**src/rtl/can_mode_pkg.sv**
```systemverilog
package can_mode_pkg;

    // ============================================================
    // timebase
    localparam int CLK_FREQ_MHZ = 250;
    localparam int TICK_NS      = 100;
    localparam int TICK_CYCLES  = TICK_NS * CLK_FREQ_MHZ / 1000;
    localparam int TICK_W       = 5;
    localparam logic [TICK_W-1:0] TICK_LAST = TICK_W'(TICK_CYCLES - 1);

    // ============================================================
    // bus activity filter, least time rounds up
    localparam int FILTER_MIN_NS  = 500;
    localparam int FILTER_MAX_NS  = 5000;
    localparam int FILTER_TIME_NS = 1000;
    localparam int FILT_W         = 4;
    localparam logic [FILT_W-1:0] FILTER_TICKS =
        FILT_W'((FILTER_TIME_NS + TICK_NS - 1) / TICK_NS);

    // ============================================================
    // mode transition blanking, longest time rounds down
    localparam int MODE_MAX_NS  = 20000;
    localparam int MODE_TIME_NS = 10000;
    localparam int MODE_W       = 7;
    localparam logic [MODE_W-1:0] MODE_LAST = MODE_W'(MODE_TIME_NS / TICK_NS - 1);

    // ============================================================
    // wake-up reaction bound and transmit time-out
    localparam int WAKEUP_REACTION_TIME_NS = 5000;
    localparam int TXD_TIMEOUT_DEF_NS      = 1000000;
    localparam int TO_W                    = 24;

    // ============================================================
    // wake-up event queue
    localparam int RXQ_WIDTH = 1;
    localparam int RXQ_DEPTH = 8;

    typedef enum logic [1:0] {
        ST_STANDBY    = 2'h0,
        ST_TO_NORMAL  = 2'h1,
        ST_NORMAL     = 2'h2,
        ST_TO_STANDBY = 2'h3
    } mode_state_type;

endpackage

```
**src/rtl/can_transceiver_mode_control.sv**
```systemverilog
// Functional notes
// - select low enters normal mode only while supply is good
// - select high enters stand-by only while supply is good
// - txd low at normal entry drives dominant
// - time-out runs only in normal mode
// - receive output held high during transitions
// - stand-by hands receive output to wake receiver
// - dominant at stand-by entry keeps output high
// - first bus change arms wake-up indication
// - recessive entry: long dominant pulse signalled low
// - stand-by: transmitter, normal receiver off
// - stand-by output follows only filtered levels
// - transmitter stays off until transition ends
// - normal mode: receive output mirrors bus
// - select high blanks receive, stops transmitter
// - mode changes start only while supply is good
// - dominant entry waits for filtered recessive
// - transition finishes within twenty microseconds
// - filter time between half and five microseconds
`timescale 1ns/1ns

// ============================================================
// wake-up event queue
module rx_event_fifo #(
    parameter int WIDTH = 1,
    parameter int DEPTH = 8
)
(
    // clock and reset
    input  wire logic             clk_sys,
    input  wire logic             rst_n,
    input  wire logic             flush,
    // filling side
    input  wire logic             in_valid,
    input  wire logic [WIDTH-1:0] in_data,
    output logic                  in_ready,
    // draining side
    output logic                  out_valid,
    output logic [WIDTH-1:0]      out_data,
    input  wire logic             out_ready
);
    localparam int AW = (DEPTH > 1) ? $clog2(DEPTH) : 1;
    localparam int CW = $clog2(DEPTH + 1);

    logic [WIDTH-1:0] mem_reg [DEPTH];
    logic [AW-1:0]    wr_ptr_reg;
    logic [AW-1:0]    rd_ptr_reg;
    logic [CW-1:0]    count_reg;
    wire              push;
    wire              pop;

    function automatic logic [AW-1:0] ptr_inc(input logic [AW-1:0] p);
        return (p == AW'(DEPTH - 1)) ? '0 : p + AW'(1);
    endfunction

    assign push      = in_valid && in_ready;
    assign pop       = out_valid && out_ready;
    assign in_ready  = count_reg != CW'(DEPTH);
    assign out_valid = count_reg != '0;
    assign out_data  = mem_reg[rd_ptr_reg];

    always_ff @(posedge clk_sys)
    begin
        if (push)
        begin
            mem_reg[wr_ptr_reg] <= in_data;
        end
    end

    always_ff @(posedge clk_sys)
    begin
        if (!rst_n || flush)
        begin
            wr_ptr_reg <= '0;
            rd_ptr_reg <= '0;
            count_reg  <= '0;
        end
        else
        begin
            if (push)
                wr_ptr_reg <= ptr_inc(wr_ptr_reg);
            if (pop)
                rd_ptr_reg <= ptr_inc(rd_ptr_reg);
            count_reg <= count_reg + CW'(push) - CW'(pop);
        end
    end

endmodule // rx_event_fifo

// ============================================================
// mode control and receive gating
module can_transceiver_mode_control
    import can_mode_pkg::*;
#(
    parameter int TXD_TIMEOUT_NS = TXD_TIMEOUT_DEF_NS
)
(
    // clock and reset
    input  wire logic clk_sys,
    input  wire logic rst_n,
    // controller pins
    input  wire logic mode_select_input,
    input  wire logic txd_in,
    output logic      rxd_out,
    // supply monitor and bus comparator
    input  wire logic supply_ok,
    input  wire logic bus_dominant,
    // driver and receiver control
    output logic      tx_enable,
    output logic      tx_dominant,
    output logic      normal_rx_enable,
    output logic      lowpower_rx_enable,
    // status
    output logic      mode_normal,
    output logic      txd_timeout
);
    localparam logic [TO_W-1:0] TIMEOUT_TICKS = TO_W'(TXD_TIMEOUT_NS / TICK_NS);
    localparam logic [12:0]     MODE_MAX_CYC  = 13'(MODE_MAX_NS * CLK_FREQ_MHZ / 1000);

    logic [1:0]        stb_sync_reg;
    logic [1:0]        txd_sync_reg;
    logic [1:0]        sup_sync_reg;
    logic [1:0]        bus_sync_reg;
    logic [TICK_W-1:0] tick_cnt_reg;
    logic              tick_reg;
    mode_state_type    state_reg;
    mode_state_type    state_next;
    logic [MODE_W-1:0] mode_cnt_reg;
    logic              filt_level_reg;
    logic [FILT_W-1:0] filt_cnt_reg;
    logic [TO_W-1:0]   to_cnt_reg;
    logic              rxd_reg;
    logic              tx_en_reg;
    logic              tx_dom_reg;
    logic              nrx_en_reg;
    logic              lprx_en_reg;
    logic              normal_reg;
    logic              timeout_reg;
    logic              q_in_ready;
    logic              q_out_valid;
    logic [RXQ_WIDTH-1:0] q_out_data;

    wire stb_s      = stb_sync_reg[1];
    wire txd_s      = txd_sync_reg[1];
    wire sup_s      = sup_sync_reg[1];
    wire bus_s      = bus_sync_reg[1];
    wire in_transit = (state_reg == ST_TO_NORMAL) || (state_reg == ST_TO_STANDBY);
    wire mode_done  = tick_reg && (mode_cnt_reg == MODE_LAST);
    wire standby    = state_reg == ST_STANDBY;
    wire entering   = (state_next == ST_STANDBY) && !standby;
    wire filt_full  = filt_cnt_reg == FILTER_TICKS;
    wire q_in_valid = standby && (bus_s != filt_level_reg) && filt_full;
    wire q_push     = q_in_valid && q_in_ready;
    wire q_pop      = q_out_valid && standby;
    wire normal_nx  = state_next == ST_NORMAL;
    wire to_full    = to_cnt_reg == TIMEOUT_TICKS;
    wire timeout_nx = normal_nx && !txd_s && to_full;
    wire rxd_next   = normal_nx ? !bus_s
                    : (state_next != ST_STANDBY || !standby) ? 1'b1
                    : q_pop ? !q_out_data[0] : rxd_reg;

    // ============================================================
    // pin synchronisers and timebase
    always_ff @(posedge clk_sys)
    begin
        if (!rst_n)
        begin
            stb_sync_reg <= 2'h3;
            txd_sync_reg <= 2'h3;
            sup_sync_reg <= 2'h0;
            bus_sync_reg <= 2'h0;
            tick_cnt_reg <= '0;
            tick_reg     <= 1'b0;
        end
        else
        begin
            stb_sync_reg <= {stb_sync_reg[0], mode_select_input};
            txd_sync_reg <= {txd_sync_reg[0], txd_in};
            sup_sync_reg <= {sup_sync_reg[0], supply_ok};
            bus_sync_reg <= {bus_sync_reg[0], bus_dominant};
            tick_cnt_reg <= (tick_cnt_reg == TICK_LAST) ? '0 : tick_cnt_reg + TICK_W'(1);
            tick_reg     <= tick_cnt_reg == TICK_LAST;
        end
    end

    // ============================================================
    // mode sequencing
    always_comb
    begin
        state_next = state_reg;
        unique case (state_reg)
            ST_STANDBY:
                if (sup_s && !stb_s)
                    state_next = ST_TO_NORMAL;
            ST_TO_NORMAL:
                if (sup_s && stb_s)
                    state_next = ST_TO_STANDBY;
                else if (mode_done)
                    state_next = ST_NORMAL;
            ST_NORMAL:
                if (sup_s && stb_s)
                    state_next = ST_TO_STANDBY;
            ST_TO_STANDBY:
                if (sup_s && !stb_s)
                    state_next = ST_TO_NORMAL;
                else if (mode_done)
                    state_next = ST_STANDBY;
        endcase
    end

    always_ff @(posedge clk_sys)
    begin
        if (!rst_n)
            state_reg <= ST_TO_STANDBY;
        else
            state_reg <= state_next;
    end

    // blanking timer restarts on every state change
    always_ff @(posedge clk_sys)
    begin
        if (!rst_n || state_next != state_reg || !in_transit)
            mode_cnt_reg <= '0;
        else if (tick_reg)
            mode_cnt_reg <= mode_cnt_reg + MODE_W'(1);
    end

    // ============================================================
    // low-power receiver activity filter
    always_ff @(posedge clk_sys)
    begin
        if (!rst_n)
        begin
            filt_level_reg <= 1'b0;
            filt_cnt_reg   <= '0;
        end
        else if (entering)
        begin
            filt_level_reg <= bus_s;
            filt_cnt_reg   <= '0;
        end
        else if (!standby || bus_s == filt_level_reg || q_push)
        begin
            filt_level_reg <= q_push ? bus_s : filt_level_reg;
            filt_cnt_reg   <= '0;
        end
        else if (tick_reg && !filt_full)
            filt_cnt_reg <= filt_cnt_reg + FILT_W'(1);
    end

    rx_event_fifo #(
        .WIDTH (RXQ_WIDTH),
        .DEPTH (RXQ_DEPTH)
    ) u_rx_queue (
        .clk_sys   (clk_sys),
        .rst_n     (rst_n),
        .flush     (!standby),
        .in_valid  (q_in_valid),
        .in_data   (bus_s),
        .in_ready  (q_in_ready),
        .out_valid (q_out_valid),
        .out_data  (q_out_data),
        .out_ready (standby)
    );

    // ============================================================
    // transmit time-out, only counts in normal mode
    always_ff @(posedge clk_sys)
    begin
        if (!rst_n || !normal_nx || txd_s)
            to_cnt_reg <= '0;
        else if (tick_reg && !to_full)
            to_cnt_reg <= to_cnt_reg + TO_W'(1);
    end

    // ============================================================
    // registered outputs
    always_ff @(posedge clk_sys)
    begin
        if (!rst_n)
        begin
            rxd_reg     <= 1'b1;
            tx_en_reg   <= 1'b0;
            tx_dom_reg  <= 1'b0;
            nrx_en_reg  <= 1'b0;
            lprx_en_reg <= 1'b1;
            normal_reg  <= 1'b0;
            timeout_reg <= 1'b0;
        end
        else
        begin
            rxd_reg     <= rxd_next;
            tx_en_reg   <= normal_nx;
            tx_dom_reg  <= normal_nx && !txd_s && !timeout_nx;
            nrx_en_reg  <= normal_nx;
            lprx_en_reg <= state_next == ST_STANDBY;
            normal_reg  <= normal_nx;
            timeout_reg <= timeout_nx;
        end
    end

    assign rxd_out            = rxd_reg;
    assign tx_enable          = tx_en_reg;
    assign tx_dominant        = tx_dom_reg;
    assign normal_rx_enable   = nrx_en_reg;
    assign lowpower_rx_enable = lprx_en_reg;
    assign mode_normal        = normal_reg;
    assign txd_timeout        = timeout_reg;

    // cycles spent in the current transition, apart from the tick timer
    logic [12:0] transit_cyc_reg;
    always_ff @(posedge clk_sys)
    begin
        if (!rst_n || !in_transit || state_next != state_reg)
            transit_cyc_reg <= '0;
        else
            transit_cyc_reg <= transit_cyc_reg + 13'h1;
    end
endmodule // can_transceiver_mode_control

```
**config.mk**
```make
export PLATFORM = sky130hd
export DESIGN_NAME = can_transceiver_mode_control
export DESIGN_NICKNAME = d
export VERILOG_FILES = /design/src/rtl/can_mode_pkg.sv /design/src/rtl/can_transceiver_mode_control.sv
export SDC_FILE = /design/constraint.sdc
export NUM_CORES = 1
export LEC_CHECK = 0
export BUFFER_PORTS_ARGS = -buffer_cell sky130_fd_sc_hd__buf_4
export CORE_ASPECT_RATIO = 1.25
export CORE_MARGIN = 4
export CORE_UTILIZATION = 65
export CTS_CLUSTER_SIZE = 40
export DETAILED_ROUTE_END_ITERATION = 7
export PLACE_DENSITY = 0.84
export SYNTH_ARGS = -nofsm -noshare
export SYNTH_HDL_FRONTEND = slang
export SYNTH_SLANG_ARGS = --single-unit
```
**constraint.sdc**
```tcl
create_clock -name clk_sys -period 7.22 [get_ports clk_sys]
set_input_delay 0.722 -clock clk_sys [delete_from_list [all_inputs] [get_ports clk_sys]]
set_output_delay 0.722 -clock clk_sys [all_outputs]
set_load 0.02 [all_outputs]
```
==> qor.json <==
{
  "synthArstFlopShare_pct": 0,
  "max-slew-margin-rel_pct": 38.9,
  "setup.worst_path.class": "flip-flop to flip-flop",
  "place_hpwl_mm": 4.37,
  "synth_top_flop_cell": "sky130_fd_sc_hd__dfxtp_1",
  "finalSetupViolations": 0,
  "power-per-cell-area_mw_per_mm2": 201,
  "clock-root-buffer": "sky130_fd_sc_hd__clkbuf_8",
  "leakagePower_nw": 1.31,
  "detail_route.drc_violations": 0,
  "multi_input_comb_area_sq_mm": 0.00179,
  "timing.critical_path.fanout_max": 23,
  "critPathArrivalTime_ps": 3000,
  "netlist_instances": 372,
  "mappedNetlistNets": 396,
  "detailedRoute.firstPassIterationCount": 4,
  "synth_area_leader_cell": "sky130_fd_sc_hd__dfxtp_1",
  "synth.yosys.warnings": 0,
  "cell_with_the_most_instances_after_synthesis": "sky130_fd_sc_hd__dfxtp_1",
  "ctsResizeCount": 0,
  "vias": 2622,
  "grt_pass1_vias": 2480,
  "clock_latency_ps": 350,
  "design.core.area_sq_mm": 0.00519,
  "route.antenna.remaining_nets": 0,
  "post_route_cells_drive_above_1_share_pct": 9.28,
  "endpoint_kind": "flip-flop",
  "synth.ff_latch_count": 78,
  "stdcell_area_sq_mm": 0.00385,
  "io_buffer_count": 12,
  "final_min_period_over_clock_period_pct": 37.9,
  "main_area_contributors_after_synthesis": "sky130_fd_sc_hd__dfxtp_1 (39%), sky130_fd_sc_hd__edfxtp_1 (6.7%), sky130_fd_sc_hd__ha_1 (6.0%)",
  "synth_edf_count": 8,
  "ys_types": 51,
  "cp-start-kind": "flip-flop",
  "tritoncts": "done",
  "hold_fails_final_rpt": 0,
  "ioPinCount": 13,
  "dr.first_iter.drc_count": 147,
  "fp.dieH_um": 90.8,
  "maximum_number_of_pins_on_one_net_before_global_route_repair": 24,
  "final_net_count": 407,
  "ctsHtreeMaxLevel": 3,
  "wl_per_cell_um": 13.9,
  "initial_antenna_violation_count": 0,
  "floorplan.die_area_sq_mm": 0.00674,
  "die_width_um": 74.2,
  "synth_top_cells_by_count": "sky130_fd_sc_hd__dfxtp_1 (70), sky130_fd_sc_hd__nor2_1 (52), sky130_fd_sc_hd__nand2_1 (22), sky130_fd_sc_hd__a21oi_1 (20)",
  "irDropWorstVdd_v": 0.000152,
  "gp_routability_congestion": 0.772,
  "tightest_slew_ps": 914,
  "largest_register_ffs": 24,
  "drv.max_cap_violation_count": 0,
  "fillers": 377,
  "hold_class": "flip-flop to flip-flop",
  "worst_clock_skew_ps": 10.5,
  "cts_hold_buf": 0,
  "cts_inserted_buffers": 9,
  "syn-mean-instance-area_sq_um": 9.58,
  "grt_pass1_wl_mm": 11.0,
  "clkTransAtPathRegs_ps": 80,
  "final_max_slew_viol_count": 0,
  "cts.path.max_buffers": 2,
  "layout_min_cycle_time_ps": 2740,
  "antenna_cells": 0,
  "starting_utilization_of_the_core_area_pct": 68.7,
  "yosys.area.top_type_share_pct": 39.3,
  "total_grt_usage_pct": 20.7,
  "part_of_the_yosys_area_used_for_sequential_elements_pct": 46.1,
  "grt_setup_unrepaired": "false",
  "numClockSinks": 78,
  "timing.critical_path.required_ps": 7480,
  "globalRoute.totalOverflow": 0,
  "mappedNetlistArea_sq_mm": 0.00356,
  "cts_setup_buffers": 0,
  "areaGrowthSynthToFinish_pct": 8.08,
  "placement_rows": 29,
  "seq_area_sq_mm": 0.00164,
  "outcome": "complete, no violations",
  "total_neg_setup_slack_ps": 0,
  "vias_per_cell": 5.83,
  "maxClockFrequency_mhz": 365,
  "total_wirelength_of_the_detailed_routed_design_mm": 6.26,
  "place_area_sq_mm": 0.00366
}
==> worst max-delay path, stage by stage, from the launching register on <==
cell and delay [ps]:
sky130_fd_sc_hd__dfxtp_1 730, sky130_fd_sc_hd__nand4_1 370, sky130_fd_sc_hd__o31ai_4 500, sky130_fd_sc_hd__nand3b_1 710, sky130_fd_sc_hd__a21oi_1 340
==> report_power, final <==
part | total, mW | switching [mW] | leakage (nW) | internal [mW]
Clock | 0.319 | 0.159 | 0.0981 | 0.159
Combinational | 0.0124 | 0.00644 | 0.561 | 0.00600
Sequential | 0.443 | 0.00305 | 0.655 | 0.440
==> metal layers <==
layer  up-vias  GRT usage [%]  wire (um)
met5         -              0          0
li1       1336              -          -
met3        11           5.01        210
met4         0           8.46        119
met1      1227           24.8       2630
met2        48           34.6       3310
==> layout make-up <==
cell class                      count  area share (%)
Clock inverter                      6            1.59
Timing Repair Buffer               12            2.34
Multi-Input combinational cell    265            46.5
Clock buffer                       10            3.31
Sequential cell                    78            42.6
Inverter                           17            1.66
Tap cell                           62            2.01
==> path summary, 6_finish.rpt <==
check	slack, ps	end	depth (start not counted)	startpoint
hold reg to reg	410	stb_sync_reg[1]$_SDFF_PN1_	1	stb_sync_reg[0]$_SDFF_PN1_
setup / recovery	4480	to_cnt_reg[1]$_SDFFE_PP0P_	4	tick_reg$_SDFF_PN0_
hold / removal	410	stb_sync_reg[1]$_SDFF_PN1_	1	stb_sync_reg[0]$_SDFF_PN1_
setup reg to reg	4480	to_cnt_reg[1]$_SDFFE_PP0P_	4	tick_reg$_SDFF_PN0_
==> metrics by stage <==
stage               instances  power, mW  setup slack, ps  hold slack, ps  utilization [%]
finish                    450      0.774             4480             412             74.2
global route              450      0.802             4090             461             74.2
CTS                       450      0.780             4490             413             74.2
detailed placement        434      0.466             4500             394             70.6
global placement          434      0.465             4640             388             70.6
floorplan                 372      0.461             4900             386                -
==> kinds of logic after synthesis <==
kind of cell	Yosys count	share of synthesized area (%)
buffers and inverters	29	3.72
DFF	78	46.1
muxes	12	4.11
xor gates and xnor gates	25	6.14
and+or+nand+nor	163	24.7
adders and majority gates	18	6.53
AOI/OAI and AO/OA	47	8.74
==> cells in the final DEF, fill, tap and decap left out, drive strengths merged, types with 2 or more instances in the layout <==
cell type and n:
a211o 3, a21oi 20, nor4b 2, inv 18
xnor2 15, a211oi 2, nor4 6, mux2i 9
nand2 22, nand3 11, mux4 2, nor2 52
or2 2, and4 3, nand4 10, or4 6
or3 9, xor2 10, edfxtp 8, clkbuf 10
nand3b 2, nand2b 9, ha 17, o31ai 4
nand4b 5, nor3b 2, nand4bb 2, buf 12
and2 6, dfxtp 70, and3 5, clkinv 4
o21ai 12, nor3 6
Power figures use the tool's default switching activity.
